<file path="config.mk">
export PLATFORM = sky130hd
export DESIGN_NAME = ics_core
export DESIGN_NICKNAME = d
export VERILOG_FILES = /design/src/inc/ics_pkg.sv /design/src/hdl/ics_core.sv /design/src/hdl/ics_ret_stack.sv
export SDC_FILE = /design/constraint.sdc
export NUM_CORES = 1
export LEC_CHECK = 0
export BUFFER_PORTS_ARGS = -buffer_cell sky130_fd_sc_hd__buf_2
export CAP_MARGIN = 20
export CORE_MARGIN = 4
export CORE_UTILIZATION = 45
export CTS_CLUSTER_DIAMETER = 80
export CTS_CLUSTER_SIZE = 40
export DETAILED_ROUTE_END_ITERATION = 6
export GPL_ROUTABILITY_DRIVEN = 0
export PLACE_DENSITY = 0.81
export RECOVER_POWER = 25
export SYNTH_ARGS = -nofsm -noshare
export SYNTH_HDL_FRONTEND = slang
export SYNTH_SLANG_ARGS = --single-unit
</file>
<file path="constraint.sdc">
create_clock -name core_clk -period 3.3 [get_ports core_clk]
set_input_delay 0.66 -clock core_clk [delete_from_list [all_inputs] [get_ports core_clk]]
set_output_delay 0.66 -clock core_clk [all_outputs]
set_load 0.05 [all_outputs]
</file>
<file path="src/inc/ics_pkg.sv">
// shared constants and types for the interrupt context stack
package ics_pkg;
    localparam int ICS_PC_W = 16;                         // program address width
    localparam int ICS_STACK_DEPTH = 8;                   // return-address stack entries
    localparam int ICS_VEC_COUNT = 32;                    // vector table entries
    localparam int ICS_VEC_RESERVED = 20;                 // entries for hardware sources
    localparam int ICS_VEC_W = 5;                         // vector number width
    localparam int ICS_PTR_W = 5;                         // vector table pointer width (page number)
    localparam int ICS_VEC_STRIDE_SHIFT = 1;              // two words per vector slot
    localparam int ICS_PAGE_SHIFT = 11;                   // page size of vector table
    localparam logic [4:0] ICS_IRQ_W = 5'h0a;             // count of hardware request sources
    // reset, hardware source and trap vector numbers
    localparam logic [4:0] ICS_VEC_RESET = 5'h00;
    localparam logic [4:0] ICS_VEC_USER1 = 5'h01;
    localparam logic [4:0] ICS_VEC_USER2 = 5'h02;
    localparam logic [4:0] ICS_VEC_USER3 = 5'h03;
    localparam logic [4:0] ICS_VEC_TIMER = 5'h04;
    localparam logic [4:0] ICS_VEC_SER_RX = 5'h05;
    localparam logic [4:0] ICS_VEC_SER_TX = 5'h06;
    localparam logic [4:0] ICS_VEC_TDM_RX = 5'h07;
    localparam logic [4:0] ICS_VEC_TDM_TX = 5'h08;
    localparam logic [4:0] ICS_VEC_USER4 = 5'h09;
    localparam logic [4:0] ICS_VEC_TRAP = 5'h11;
    localparam logic [4:0] ICS_VEC_NMI = 5'h12;
    // status register bit positions
    localparam int ICS_ST0_MASK_BIT = 9;                  // global_irq_mask inside status 0
    localparam int ICS_ST1_FLAG_BIT = 4;                  // external_flag_output inside status 1
    // reset values
    localparam logic [15:0] ICS_ST0_RESET = 16'h0200;     // mask set
    localparam logic [15:0] ICS_ST1_RESET = 16'h0000;
    localparam logic [15:0] ICS_MODE_RESET = 16'h0000;    // pointer cleared
    localparam int ICS_MODE_PTR_LSB = 11;                 // pointer field in processor_mode_status
    // register context that has a shadow copy
    typedef struct packed {
        logic [31:0] acc;
        logic [31:0] acc_buf;
        logic [31:0] prod;
        logic [15:0] st0;
        logic [15:0] st1;
        logic [15:0] processor_mode_status;
        logic [15:0] tmp_mul;
        logic [15:0] tmp_shift;
        logic [15:0] tmp_bit;
        logic [15:0] index;
        logic [15:0] aux_cmp;
    } ics_ctx_t;
    // stack operation codes
    typedef enum logic [1:0] {ICS_STK_NONE, ICS_STK_PUSH, ICS_STK_POP} ics_stk_op_t;
endpackage : ics_pkg

</file>
<file path="src/hdl/ics_core.sv">
// interrupt entry/exit, vector selection, return stack and shadow registers
`timescale 1ns/1ps
module ics_core import ics_pkg::*; #(
    parameter int DEPTH = ICS_STACK_DEPTH
) (
    // clock and reset
    input wire logic core_clk,
    input wire logic arst_n,
    // external request lines, one-cycle pulses or levels
    input wire logic [3:0] external_user_irq_lines,
    input wire logic nmi_line,
    // internal peripheral requests
    input wire logic timer_req,
    input wire logic ser_rx_req,
    input wire logic ser_tx_req,
    input wire logic tdm_rx_req,
    input wire logic tdm_tx_req,
    // per-source enables (mask bits kept outside)
    input wire logic [8:0] irq_enable,
    // instruction strobes from the decoder
    input wire logic software_vector_call,
    input wire logic [4:0] software_vector_num,
    input wire logic trap_instr,
    input wire logic soft_nmi_instr,
    input wire logic irq_return,
    input wire logic irq_return_with_enable,
    input wire logic call_instr,
    input wire logic ret_instr,
    input wire logic acc_push,
    input wire logic acc_pop,
    input wire logic push_from_memory,
    input wire logic pop_to_memory,
    input wire logic [15:0] mem_rdata,
    input wire logic [15:0] call_target,
    input wire logic int_mask_set,
    input wire logic int_mask_clr,
    // live context from the datapath
    input wire logic [15:0] pc,
    input wire ics_ctx_t ctx_live,
    // results
    output logic pc_load,
    output logic [15:0] pc_next,
    output logic ctx_restore,
    output ics_ctx_t ctx_out,
    output logic acc_load,
    output logic [15:0] acc_data,
    output logic mem_write,
    output logic [15:0] mem_wdata,
    output logic global_irq_mask,
    output logic [9:0] irq_pending,
    output logic [4:0] vector_taken,
    output logic [3:0] stack_level
);
    // the level port is four bits wide and the check admits only the eight-entry stack
    if (DEPTH != ICS_STACK_DEPTH) begin : g_depth_check
        $error("stack depth must match the level port");
    end
    //////////////////////////////////////////////////////////////////////////
    // state
    // outputs but stack_level live in this struct: each leaves a flop,
    // at the cost of one cycle from strobe to answer
    typedef struct packed {
        ics_ctx_t shadow;                 // one-deep copy
        logic [9:0] pend;                 // pending hardware requests
        logic mask;                       // global_irq_mask
        logic pc_load;
        logic [15:0] pc_next;
        logic ctx_restore;
        ics_ctx_t ctx_out;
        logic acc_load;
        logic [15:0] acc_data;
        logic mem_write;
        logic [15:0] mem_wdata;
        logic [4:0] vec;
    } ics_core_state_t;
    ics_core_state_t state, next_state;
    // combinational helpers, only stk_level reaches a port
    ics_stk_op_t stk_op;                  // stack command this cycle
    logic [15:0] stk_push;                // value pushed
    logic [15:0] stk_top;                 // current top
    logic [3:0] stk_level;                // entries held
    logic [9:0] req_now;                  // raw requests this cycle
    logic [9:0] eligible;                 // pending and allowed
    logic take_hw;                        // hardware request accepted
    logic take_sw;                        // software vector taken
    logic [4:0] hw_vec;                   // vector of chosen source
    logic [4:0] sel_vec;                  // vector of this entry
    logic [9:0] taken_bit;                // pending bit cleared on entry
    logic do_ret;                         // either return form
    logic [4:0] vptr;                     // vector table pointer
    logic [4:0] src_vec [10];             // vector per source
    //////////////////////////////////////////////////////////////////////////
    // source map: bit 9 is the nonmaskable line
    // fixed table so the search below is one loop
    always_comb begin
        src_vec[0] = ICS_VEC_USER1;
        src_vec[1] = ICS_VEC_USER2;
        src_vec[2] = ICS_VEC_USER3;
        src_vec[3] = ICS_VEC_USER4;
        src_vec[4] = ICS_VEC_TIMER;
        src_vec[5] = ICS_VEC_SER_RX;
        src_vec[6] = ICS_VEC_SER_TX;
        src_vec[7] = ICS_VEC_TDM_RX;
        src_vec[8] = ICS_VEC_TDM_TX;
        src_vec[9] = ICS_VEC_NMI;
    end
    // gather requests
    // bit order must match irq_enable and src_vec;
    // user line four is bit 3 but vector 9
    // a level pends again on every cycle it stays high
    always_comb begin
        req_now = {nmi_line, tdm_tx_req, tdm_rx_req, ser_tx_req, ser_rx_req, timer_req,
                   external_user_irq_lines[3], external_user_irq_lines[2:0]};
    end
    // pick a source: nonmaskable first, then lowest maskable bit
    // the nonmaskable bit ignores mask and enables;
    // the loop runs down so the lowest bit wins
    always_comb begin
        eligible = state.pend & {1'b1, irq_enable & {9{~state.mask}}};
        take_hw = 1'b0;
        hw_vec = '0;
        taken_bit = '0;
        if (eligible[9]) begin
            take_hw = 1'b1;
            hw_vec = src_vec[9];
            taken_bit[9] = 1'b1;
        end else begin
            for (int i = 8; i >= 0; i--) begin
                if (eligible[i]) begin
                    take_hw = 1'b1;
                    hw_vec = src_vec[i];
                    taken_bit = '0;
                    taken_bit[i] = 1'b1;
                end
            end
        end
    end
    // software requests win over hardware ones in the same cycle
    // a strobe is an instruction in the pipe, so it
    // goes first; hardware stays pending until it is taken
    always_comb begin
        take_sw = software_vector_call | trap_instr | soft_nmi_instr;
        if (software_vector_call) begin
            sel_vec = software_vector_num;
        end else if (trap_instr) begin
            sel_vec = ICS_VEC_TRAP;
        end else if (soft_nmi_instr) begin
            sel_vec = ICS_VEC_NMI;
        end else begin
            sel_vec = hw_vec;
        end
    end
    // both returns restore alike; only the mask differs
    // pointer read live: a moved table acts at once
    assign do_ret = irq_return | irq_return_with_enable;
    assign vptr = ctx_live.processor_mode_status[ICS_MODE_PTR_LSB +: ICS_PTR_W];
    //////////////////////////////////////////////////////////////////////////
    // stack command
    // one stack operation per cycle, in strobe priority
    // calls share the stack with interrupt entries
    // acc push takes the low half: the stack is pc wide
    always_comb begin
        stk_op = ICS_STK_NONE;
        stk_push = '0;
        if (take_sw | take_hw) begin
            stk_op = ICS_STK_PUSH;
            stk_push = pc;
        end else if (do_ret | ret_instr) begin
            stk_op = ICS_STK_POP;
        end else if (call_instr) begin
            stk_op = ICS_STK_PUSH;
            stk_push = pc;
        end else if (acc_push) begin
            stk_op = ICS_STK_PUSH;
            stk_push = ctx_live.acc[15:0];
        end else if (push_from_memory) begin
            stk_op = ICS_STK_PUSH;
            stk_push = mem_rdata;
        end else if (acc_pop | pop_to_memory) begin
            stk_op = ICS_STK_POP;
        end
    end
    // return stack; overflow past eight is software's problem
    // a ninth push drops the bottom entry, a pop at
    // zero keeps zero; neither is flagged
    ics_ret_stack #(
        .DEPTH(DEPTH),
        .WIDTH(ICS_PC_W)
    ) u_stack (
        .core_clk(core_clk),
        .arst_n(arst_n),
        .op(stk_op),
        .push_data(stk_push),
        .top(stk_top),
        .level(stk_level)
    );
    //////////////////////////////////////////////////////////////////////////
    // next state
    always_comb begin
        next_state = state;
        // pulses drop unless a branch raises them
        next_state.pc_load = 1'b0;
        next_state.ctx_restore = 1'b0;
        next_state.acc_load = 1'b0;
        next_state.mem_write = 1'b0;
        // new requests set pending; set beats the clear on entry
        // a source raised while served pends again
        next_state.pend = (state.pend & ~(take_sw ? 10'h000 : taken_bit)) | req_now;
        // entry below overrides: a routine starts masked
        if (int_mask_set) begin
            next_state.mask = 1'b1;
        end else if (int_mask_clr) begin
            next_state.mask = 1'b0;
        end
        if (take_sw | take_hw) begin
            // entry: save context, mask, branch
            // saved on the branching edge: never half saved
            next_state.shadow = ctx_live;
            next_state.mask = 1'b1;
            next_state.pc_load = 1'b1;
            next_state.pc_next = ({11'h000, vptr} << ICS_PAGE_SHIFT)
                | ({11'h000, sel_vec} << ICS_VEC_STRIDE_SHIFT);
            // vector number kept as status
            next_state.vec = sel_vec;
        end else if (do_ret) begin
            // return: restore all but the mask and flag bits
            // mask from the core, flag from the datapath:
            // the restore rolls back neither
            next_state.ctx_restore = 1'b1;
            next_state.ctx_out = state.shadow;
            next_state.ctx_out.st0[ICS_ST0_MASK_BIT] = state.mask;
            next_state.ctx_out.st1[ICS_ST1_FLAG_BIT] = ctx_live.st1[ICS_ST1_FLAG_BIT];
            next_state.pc_load = 1'b1;
            next_state.pc_next = stk_top;
            // only the enabling form opens the mask again
            if (irq_return_with_enable) next_state.mask = 1'b0;
        end else if (ret_instr) begin
            // subroutine return: pc only
            next_state.pc_load = 1'b1;
            next_state.pc_next = stk_top;
        end else if (call_instr) begin
            next_state.pc_load = 1'b1;
            // return address pushed by the stack command
            next_state.pc_next = call_target;
        end else if (acc_pop) begin
            next_state.acc_load = 1'b1;
            // top read before this edge's pop
            next_state.acc_data = stk_top;
        end else if (pop_to_memory) begin
            next_state.mem_write = 1'b1;
            // address stays with the decoder
            next_state.mem_wdata = stk_top;
        end
    end
    // register the state; reset clears pending, sets mask, pc at zero
    // constants only; a cleared shadow means a return
    // straight after reset restores zeros
    always_ff @(posedge core_clk or negedge arst_n) begin
        if (!arst_n) begin
            state <= '0;
            state.mask <= 1'b1;
            state.ctx_out.st0 <= ICS_ST0_RESET;
            state.ctx_out.processor_mode_status <= ICS_MODE_RESET;
        end else begin
            state <= next_state;
        end
    end
    //////////////////////////////////////////////////////////////////////////
    // outputs, all from flops except the stack level which is a flop in the child
    // pc_next and data outputs hold between pulses
    // stack_level comes from the child's counter flop
    assign pc_load = state.pc_load;
    assign pc_next = state.pc_next;
    assign ctx_restore = state.ctx_restore;
    assign ctx_out = state.ctx_out;
    assign acc_load = state.acc_load;
    assign acc_data = state.acc_data;
    assign mem_write = state.mem_write;
    assign mem_wdata = state.mem_wdata;
    assign global_irq_mask = state.mask;
    assign irq_pending = state.pend;
    assign vector_taken = state.vec;
    assign stack_level = stk_level;
endmodule : ics_core

</file>
<file path="src/hdl/ics_ret_stack.sv">
// eight-entry hardware return-address stack
`timescale 1ns/1ps
module ics_ret_stack import ics_pkg::*; #(
    parameter int DEPTH = ICS_STACK_DEPTH,
    parameter int WIDTH = ICS_PC_W
) (
    // clock and reset
    input wire logic core_clk,
    input wire logic arst_n,
    // operation
    input wire ics_stk_op_t op,
    input wire logic [WIDTH-1:0] push_data,
    // state
    output logic [WIDTH-1:0] top,
    output logic [$clog2(DEPTH+1)-1:0] level
);
    localparam int LW = $clog2(DEPTH+1);
    if (DEPTH < 2) begin : g_depth_check
        $error("stack depth too small");
    end
    typedef struct packed {
        logic [DEPTH-1:0][WIDTH-1:0] ent;
        logic [LW-1:0] cnt;
    } ics_stk_state_t;
    ics_stk_state_t state, next_state;
    // shift-register stack: a push beyond depth drops the bottom entry, a pop
    // duplicates the bottom, as a fixed hardware stack does
    always_comb begin
        next_state = state;
        if (op == ICS_STK_PUSH) begin
            next_state.ent[0] = push_data;
            for (int i = 1; i < DEPTH; i++) begin
                next_state.ent[i] = state.ent[i-1];
            end
            if (state.cnt != LW'(DEPTH)) next_state.cnt = state.cnt + LW'(1);
        end else if (op == ICS_STK_POP) begin
            for (int i = 0; i < DEPTH-1; i++) begin
                next_state.ent[i] = state.ent[i+1];
            end
            if (state.cnt != '0) next_state.cnt = state.cnt - LW'(1);
        end
    end
    // register the state
    always_ff @(posedge core_clk or negedge arst_n) begin
        if (!arst_n) begin
            state <= '0;
        end else begin
            state <= next_state;
        end
    end
    assign top = state.ent[0];
    assign level = state.cnt;
endmodule : ics_ret_stack

</file>
==> results of run 1 <==
-- power by group through the flow --
stage | registers (W) | logic [W] | clock network (W)
after floorplan | 0.00951 | 0.00423 | 0
after global placement | 0.00966 | 0.00466 | 0
after detailed placement | 0.00972 | 0.00475 | 0
after CTS | 0.00956 | 0.00476 | 0.00521
after global routing | 0.00970 | 0.00496 | 0.00552
final | 0.00957 | 0.00470 | 0.00507
-- what timing repair did --
item                                    4_1_cts  5_1_grt
hold buffers                                  1        0
endpoints found under the setup margin        0        1
endpoints found under the hold margin         1        0
resized for setup                             0        1
-- critical path, stage by stage (launching register included) --
cell and delay (ps):
dfrtp_1 470, nor4_4 350, o2111ai_2 180, or3_4 490
nor2_4 150, inv_1 70, ha_4 180, buf_12 230
buf_6 340, nor3b_1 250, a21oi_1 80, nand3_1 100
-- cells by family after synthesis --
group           Yosys count  share of synthesized area, %
simple gates            935                          13.3
flops                   646                          57.4
buf+inv                 438                          10.0
mux                     380                          14.7
compound gates          206                          4.12
xor+xnor                  5                         0.156
fa+ha+maj                 5                         0.249
-- layout make-up --
| cell class | count | area share [%] |
|---|---|---|
| Clock buffer | 31 | 2.47 |
| Multi-Input combinational cell | 1531 | 29.3 |
| Inverter | 7 | 0.0994 |
| Tap cell | 837 | 3.33 |
| Antenna cell | 8 | 0.0636 |
| Sequential cell | 646 | 51.4 |
| Clock inverter | 25 | 1.54 |
| Timing Repair Buffer | 664 | 11.8 |
-- cell usage after synthesis (all sizes together) --
library cell	n
a211oi	8
a21o	11
a21oi	31
a221o	1
a22o	1
a22oi	18
a31oi	1
and3	2
and3b	1
buf	324
clkbuf	107
dfrtp	644
dfstp	2
fa	1
ha	4
inv	7
mux2	272
mux2i	108
nand2	802
nand2b	3
nand3	54
nand3b	5
nand4	2
nor2	31
nor2b	2
nor3	7
nor3b	16
nor4	2
nor4b	1
o2111ai	1
o211ai	1
o21a	1
o21ai	129
o22a	3
or2	2
or3	5
xnor2	5
-- metrics by stage --
step | instances | util, % | power, W
2_1_floorplan | 2615 | - | 0.0137
3_3_place_gp | 3684 | 48.9 | 0.0143
3_5_place_dp | 3684 | 48.9 | 0.0145
4_1_cts | 3741 | 51.0 | 0.0195
5_1_grt | 3749 | 50.9 | 0.0202
6_report | 3749 | 50.9 | 0.0193
-- sequential cells by signal, summed over array words and instances, names as in the netlist, 4 cells and up --
register       flops
u_stack.top       16
mem_wdata         16
pc_next           16
irq_pending       10
u_stack.state    112
acc_data          16
state            222
ctx_out          224
vector_taken       5
u_stack.level      4
-- metal layers --
metal  vias to the layer above  wire length [um]  track usage, %
li1                       8818                 -               -
met1                      9463             28400            27.1
met2                       661             34000            33.6
met3                       129              5020            3.80
met4                         2              2300            6.54
met5                         -                11               0
-- worst paths after layout --
kind,to,depth (start not counted),slack [ps]
setup / recovery,u_stack.top[15]$_DFFE_PN0P_,11,210
max in group asynchronous,ctx_out[193]$_DFFE_PN0P_,3,470
setup reg to reg,u_stack.top[15]$_DFFE_PN0P_,11,210
hold / removal,irq_pending[6]$_DFF_PN0_,2,200
min in group asynchronous,ctx_out[82]$_DFFE_PN0P_,2,1080
hold reg to reg,ctx_out[59]$_DFFE_PN0P_,1,460
==> summary.txt, run 1 <==
Cells and area
  • Area growth, synth to finish: 11.7%
  • Multi-input logic area: 9230 sq um
  • Final instance area: 31500 sq um
  • Reg area: 16200 sq um
  • Filler instances: 5394
  • Nets@finish: 3196
  • Most common cell after layout, fill and taps aside: nand2_1
  • Most frequent cells in the layout: nand2_1, dfrtp_1, buf_2
  • Fraction of layout cells with a size suffix above 1: 34.2%

Synth
  • Dominant cells by area after synthesis: dfrtp_1, nand2_1, mux2_2
  • Flops & latches, synth: 646
  • Synthesized area: 28200 sq um
  • Synth Warn #: 0
  • Syn_area_per_cell: 10.8 sq um
  • Post-Synthesis Cells: 2615
  • Yosys cell types: 42
  • Post-synth top area cell: dfrtp_1
  • Share of the synthesized area in the top cell type: 57.2%
  • Register area share after synthesis: 57.4%
  • Syn_nets: 2931

Routing
  • Post-route ant nets: 0
  • Final wirelength: 69800 um
  • Starting DRT DRC Count: 1798
  • Routed via count: 19100
  • Vias per cell: 5.09
  • Wirelength per Cell: 18.6 um
  • 1st-pass router iterations: 7
  • Remaining DRCs: 0

Timing
  • Worst Max-Slew Pin Slew: 1960 ps
  • RSZ-0062 raised after global routing: false
  • Rel. slew slack: -30.7%
  • Slew Viols, Final: 65
  • F_max: 324 MHz
  • Hold slack: 205 ps
  • Final period util: 93.5%
  • Fin worst setup slack: 213 ps
  • Final setup violation count: 0
  • Final hold violations: 0
  • Final min period: 3090 ps
  • Setup TNS: 0 ps
  • Clk_skew: 47.4 ps

Die
  • CORE AREA: 61800 sq um
  • Die width: 258 um
  • Die height: 258 um
  • Starting Density: 45.5%
  • Row Count: 91
  • Die ar.: 66600 sq um
  • Io pins: 607

Place
  • PortBufs: 605
  • Placed inst area: 30300 sq um
  • Setup Slack @ Placement: -23.8 ps
  • Hpwl dp: 51200 um

Clocking
  • CTS root buffer: clkbuf_16
  • Post-CTS Setup Bufs: 0
  • CTS HTree Levels: 1
  • CTS tree: yes
  • CTS sink cnt: 646
  • CTS Buffer Depth: 3
  • Num CTS Buffers: 30
  • Worst-path clk slew: 130 ps
  • Worst-Skew Late Latency: 630 ps

Global routing
  • Vias in the first global route: 18900
  • Overall Global Routing Usage: 20.2%
  • Total grt overflow: 0
  • Global-route wire length before repair: 109000 um
  • Initial antenna violation count: 11
  • Largest net degree at the start of global routing: 179

Power
  • Leakage: 16.5 nW
  • Reg power frac: 49.5%
  • Logic pwr share: 24.3%
  • Internal power: 0.0123 W
  • Power Dens Cells: 615 nW/um^2
  • Max VDD drop: 0.000409 V
  • Clk pwr share: 26.2%
  • Switching portion of total power: 36.5%
  • Sw power: 0.00706 W

Setup path
  • Critical path peak fanout: 99
  • CP startpoint kind: flip-flop
  • Beginning of the critical path: irq_pending[9]$_DFF_PN0_
  • Worst setup path class: flip-flop to flip-flop
  • Req. time, crit path: 3870 ps
  • FF-to-FF Start: irq_pending[9]$_DFF_PN0_
  • Data arrival, critical path: 3660 ps
  • Setup crit end kind: flip-flop

Run status
  • Failing checks: max-capacitance violations, max-slew violations
  • Status: complete, but fails checks

Flow run
  • Max-cap viol count: 1

Min path
  • Worst hold path type: input port to flip-flop
  • Hold path start: ser_tx_req
Note: power is estimated with default switching activity, not from simulation.
==> run 2: changes to the inputs <==
--- a/config.mk
+++ b/config.mk
@@ -17,4 +17,5 @@
 export RECOVER_POWER = 25
 export SYNTH_ARGS = -nofsm -noshare
 export SYNTH_HDL_FRONTEND = slang
+export SYNTH_HIERARCHICAL = 1
 export SYNTH_SLANG_ARGS = --single-unit
==> run 2 against run 1 <==
Net effect:
- the flow still finishes with violations (max-capacitance violations, max-slew violations)
- die area up 0.58%
- cell count shrank 1.4%
- maximum frequency is 5.3% higher
- core utilization fell by 0.74 points
- cell area down 1.1%
- synthesized cell count shrank 1.5%
- global-route usage grew 0.17 points
- synthesized area rose by 0.60%
- critical path depth increased by 1
- highest routed layer unchanged
- worst setup slack better by 150 ps
- critical path type unchanged
- routed wire length up 2.4%
- count of clock-buffer cells in the layout is 4 lower
==> summary.txt, run 2 <==
Synth
  • Most frequent cells after synthesis: nand2_1, dfrtp_1, buf_4 (unchanged)
  • Share of the synthesized area in the top cell type: 56.9% (was 57.2%)
  • Dominant cells by area after synthesis: dfrtp_1, nand2_1, mux2_2 (unchanged)
  • Syn_nets: 2890 (was 2931)
  • Post-synth EDFFs: 0 (unchanged)
  • Synth Warn #: 6 (was 0)
  • Register area share after synthesis: 57.1% (was 57.4%)
  • Syn_area_per_cell: 11.0 sq um (was 10.8 sq um)
  • Share of synthesized registers carrying an async set or reset: 100% (unchanged)
  • Flops & latches, synth: 646 (unchanged)
  • Top_reg_cell synth: dfrtp_1 (unchanged)
  • Synthesized area: 28300 sq um (was 28200 sq um)
  • Most common cell in the synthesized netlist: nand2_1 (unchanged)
  • Post-Synthesis Cells: 2575 (was 2615)
  • Yosys cell types: 54 (was 42)
  • Post-synth top area cell: dfrtp_1 (unchanged)

Setup path
  • Reg2reg end: u_stack/level[3]$_DFFE_PN0P_ (was u_stack.top[15]$_DFFE_PN0P_)
  • Worst reg2reg setup slack: 370 ps (was 210 ps)
  • Data arrival, critical path: 3480 ps (was 3660 ps)
  • Setup crit end kind: flip-flop (unchanged)
  • Cells on worst reg2reg path: 12 (was 11)
  • Critical path peak fanout: 7 (was 99)
  • FF-to-FF Start: irq_pending[9]$_DFF_PN0_ (unchanged)
  • Crit-path leading delay family: simple AND/OR/NAND/NOR gates (unchanged)
  • CP startpoint kind: flip-flop (unchanged)
  • CP max stage delay: 480 ps (was 490 ps)
  • Slowest CP cell: dfrtp_1 (was or3_4)
  • Crit path buf inv count: 2 (was 3)
  • Worst path cell trace: nor4_4 -> buf_4 -> o211a_4 -> and2_4 -> o21ai_0 -> ha_2 -> inv_1 -> ha_1 -> nand3b_1 -> a21oi_1 -> nor4_2 -> xor2_1 (was nor4_4 -> o2111ai_2 -> or3_4 -> nor2_4 -> inv_1 -> ha_4 -> buf_12 -> buf_6 -> nor3b_1 -> a21oi_1 -> nand3_1)
  • Req. time, crit path: 3850 ps (was 3870 ps)
  • Worst setup path class: flip-flop to flip-flop (unchanged)

Routing
  • 1st-pass router iterations: 7 (unchanged)
  • Remaining DRCs: 0 (unchanged)
  • Final wirelength: 71500 um (was 69800 um)
  • Starting DRT DRC Count: 2110 (was 1798)
  • Post-route ant nets: 0 (unchanged)
  • Met2 wire length: 35600 um (was 34000 um)
  • Wirelength per Cell: 19.3 um (was 18.6 um)
  • Uppermost layer routed: met5 (unchanged)
  • DR WL met3: 4510 um (was 5020 um)
  • Met1 WL: 29600 um (was 28400 um)
  • Routed via count: 18600 (was 19100)
  • Vias per cell: 5.04 (was 5.09)

Die
  • Die height: 259 um (was 258 um)
  • Io pins: 607 (unchanged)
  • Die width: 259 um (was 258 um)
  • Die ar.: 67000 sq um (was 66600 sq um)
  • CORE AREA: 62100 sq um (was 61800 sq um)
  • Starting Density: 45.7% (was 45.5%)
  • Row Count: 91 (unchanged)

Min path
  • Min-Delay Path Depth: 3 (was 2)
  • Worst hold path type: input port to flip-flop (unchanged)
  • Hold path start: ctx_live[211] (was ser_tx_req)
  • Min-Delay Endpoint: state[503]$_DFFE_PN0P_ (was irq_pending[6]$_DFF_PN0_)

Clocking
  • CTS sink cnt: 646 (unchanged)
  • CTS root buffer: clkbuf_16 (unchanged)
  • CTS resizes: 0 (unchanged)
  • CTS Buffer Depth: 3 (unchanged)
  • Num CTS Buffers: 26 (was 30)
  • Worst-Skew Late Latency: 610 ps (was 630 ps)
  • CTS tree: yes (unchanged)
  • CTS HTree Levels: 1 (unchanged)
  • Worst-path clk slew: 140 ps (was 130 ps)

Timing
  • Final min period: 2930 ps (was 3090 ps)
  • Worst Max-Slew Pin Slew: 1770 ps (was 1960 ps)
  • Final period util: 88.9% (was 93.5%)
  • Rel. slew slack: -18.3% (was -30.7%)
  • Final hold violations: 0 (unchanged)
  • Slew Viols, Final: 50 (was 65)
  • F_max: 341 MHz (was 324 MHz)
  • RSZ-0062 raised after global routing: false (unchanged)
  • Setup TNS: 0 ps (unchanged)
  • Hold slack: 224 ps (was 205 ps)
  • Final setup violation count: 0 (unchanged)
  • Clk_skew: 41.6 ps (was 47.4 ps)

Place
  • Hpwl dp: 52300 um (was 51200 um)
  • PortBufs: 605 (unchanged)

Power
  • Leakage: 16.4 nW (was 16.5 nW)
  • Max VDD drop: 0.000440 V (was 0.000409 V)
  • Power Dens Cells: 598 nW/um^2 (was 615 nW/um^2)

Global routing
  • Total grt overflow: 0 (unchanged)
  • Global-route wire length before repair: 109000 um (about the same)
  • Largest net degree at the start of global routing: 205 (was 179)
  • Initial antenna violation count: 16 (was 11)
  • Overall Global Routing Usage: 20.4% (was 20.2%)
  • Vias in the first global route: 18700 (was 18900)

Cells and area
  • Most common cell after layout, fill and taps aside: nand2_1 (unchanged)
  • Util after Layout: 50.2% (was 50.9%)
  • Fraction of layout cells with a size suffix above 1: 35.0% (was 34.2%)
  • Nets@finish: 3146 (was 3196)
  • Top reg by flops: ctx_out (unchanged)
  • Biggest regs: ctx_out: 224 flops, state: 222 flops, u_stack/state: 112 flops (was ctx_out: 224 flops, state: 222 flops, u_stack.state: 112 flops)
  • Most frequent cells in the layout: nand2_1, dfrtp_1, buf_2 (unchanged)
  • Number of flip-flops under the largest register name: 224 (unchanged)
  • Area growth, synth to finish: 9.85% (was 11.7%)

Run status
  • Status: complete, but fails checks (unchanged)
  • Failing checks: max-capacitance violations, max-slew violations (unchanged)

Flow run
  • Max-cap viol count: 1 (unchanged)
run 2: changes by cell type after synthesis, sizes merged, moves of 13 or more:
| cell | delta |
|---|---|
| buf | +58 |
| clkbuf | -49 |
| nand3 | -44 |
| o2bb2ai | +16 |
| nor2 | -14 |
| nor3b | -14 |
| a21oi | -13 |
run 2: routing by layer:
metal / global-route usage, % / vias to the layer above
li1: - / 8659
met1: 27.7 / 9278
met5: 0 / -
met2: 34.5 / 584
met3: 3.34 / 103
met4: 5.04 / 12
run 2: area by class of cell:
| type | count | area, sq um |
|---|---|---|
| Timing Repair Buffer | 668 | 3700 |
| Antenna cell | 9 | 22.5 |
| Multi-Input combinational cell | 1475 | 9160 |
| Clock buffer | 27 | 676 |
| Fill cell | 5346 | 30900 |
| Sequential cell | 646 | 16200 |
| Inverter | 14 | 52.6 |
| Tap cell | 837 | 1050 |
| Clock inverter | 19 | 299 |
run 2: cells by family after synthesis:
group | synth area share (%)
AO/OA/AOI/OAI | 4.58
XOR/XNOR | 0.124
buffers and inverters | 10.7
AND/OR/NAND/NOR | 12.0
adder cells (fa/ha/maj) | 0.177
flip-flops | 57.1
multiplexers | 15.3
run 2: worst max path at each step:
stage	from	to	slack, ps	depth (start not counted)
after detailed placement	soft_nmi_instr	u_stack/level[3]$_DFFE_PN0P_	40	13
after CTS	irq_pending[9]$_DFF_PN0_	u_stack/state[79]$_DFFE_PN0P_	340	9
after floorplan	irq_enable[1]	u_stack/level[3]$_DFFE_PN0P_	7	16
after global routing	irq_pending[9]$_DFF_PN0_	u_stack/level[3]$_DFFE_PN0P_	160	12
after global placement	soft_nmi_instr	u_stack/level[3]$_DFFE_PN0P_	160	13
final	irq_pending[9]$_DFF_PN0_	u_stack/level[3]$_DFFE_PN0P_	370	12
run 2: per-stage QoR:
step / std cells / instance area, sq um / total power [W] / worst slack (ps)
2_1_floorplan: 2575 / 28400 / 0.0137 / 6.96
3_3_place_gp: 3639 / 30100 / 0.0142 / 158
3_5_place_dp: 3639 / 30100 / 0.0144 / 40.2
4_1_cts: 3686 / 31100 / 0.0187 / 341
5_1_grt: 3694 / 31100 / 0.0194 / 159
6_report: 3695 / 31100 / 0.0186 / 368
run 2: what timing repair did:
| action | 4_1_cts | 5_1_grt |
|---|---|---|
| setup buffers | 0 | 0 |
| hold endpoints to repair | 11 | 0 |
| hold buffers | 1 | 0 |
run 2: power breakdown:
group	internal, W	switching (W)
Sequential	0.00892	0.000637
Combinational	0.00131	0.00331
Clock	0.00167	0.00273
Total	0.0119	0.00669
run 2: worst min-delay path, cell delays in order:
cell     delay [ps]
buf_2            70
nand2_1          40
nand2_1          50
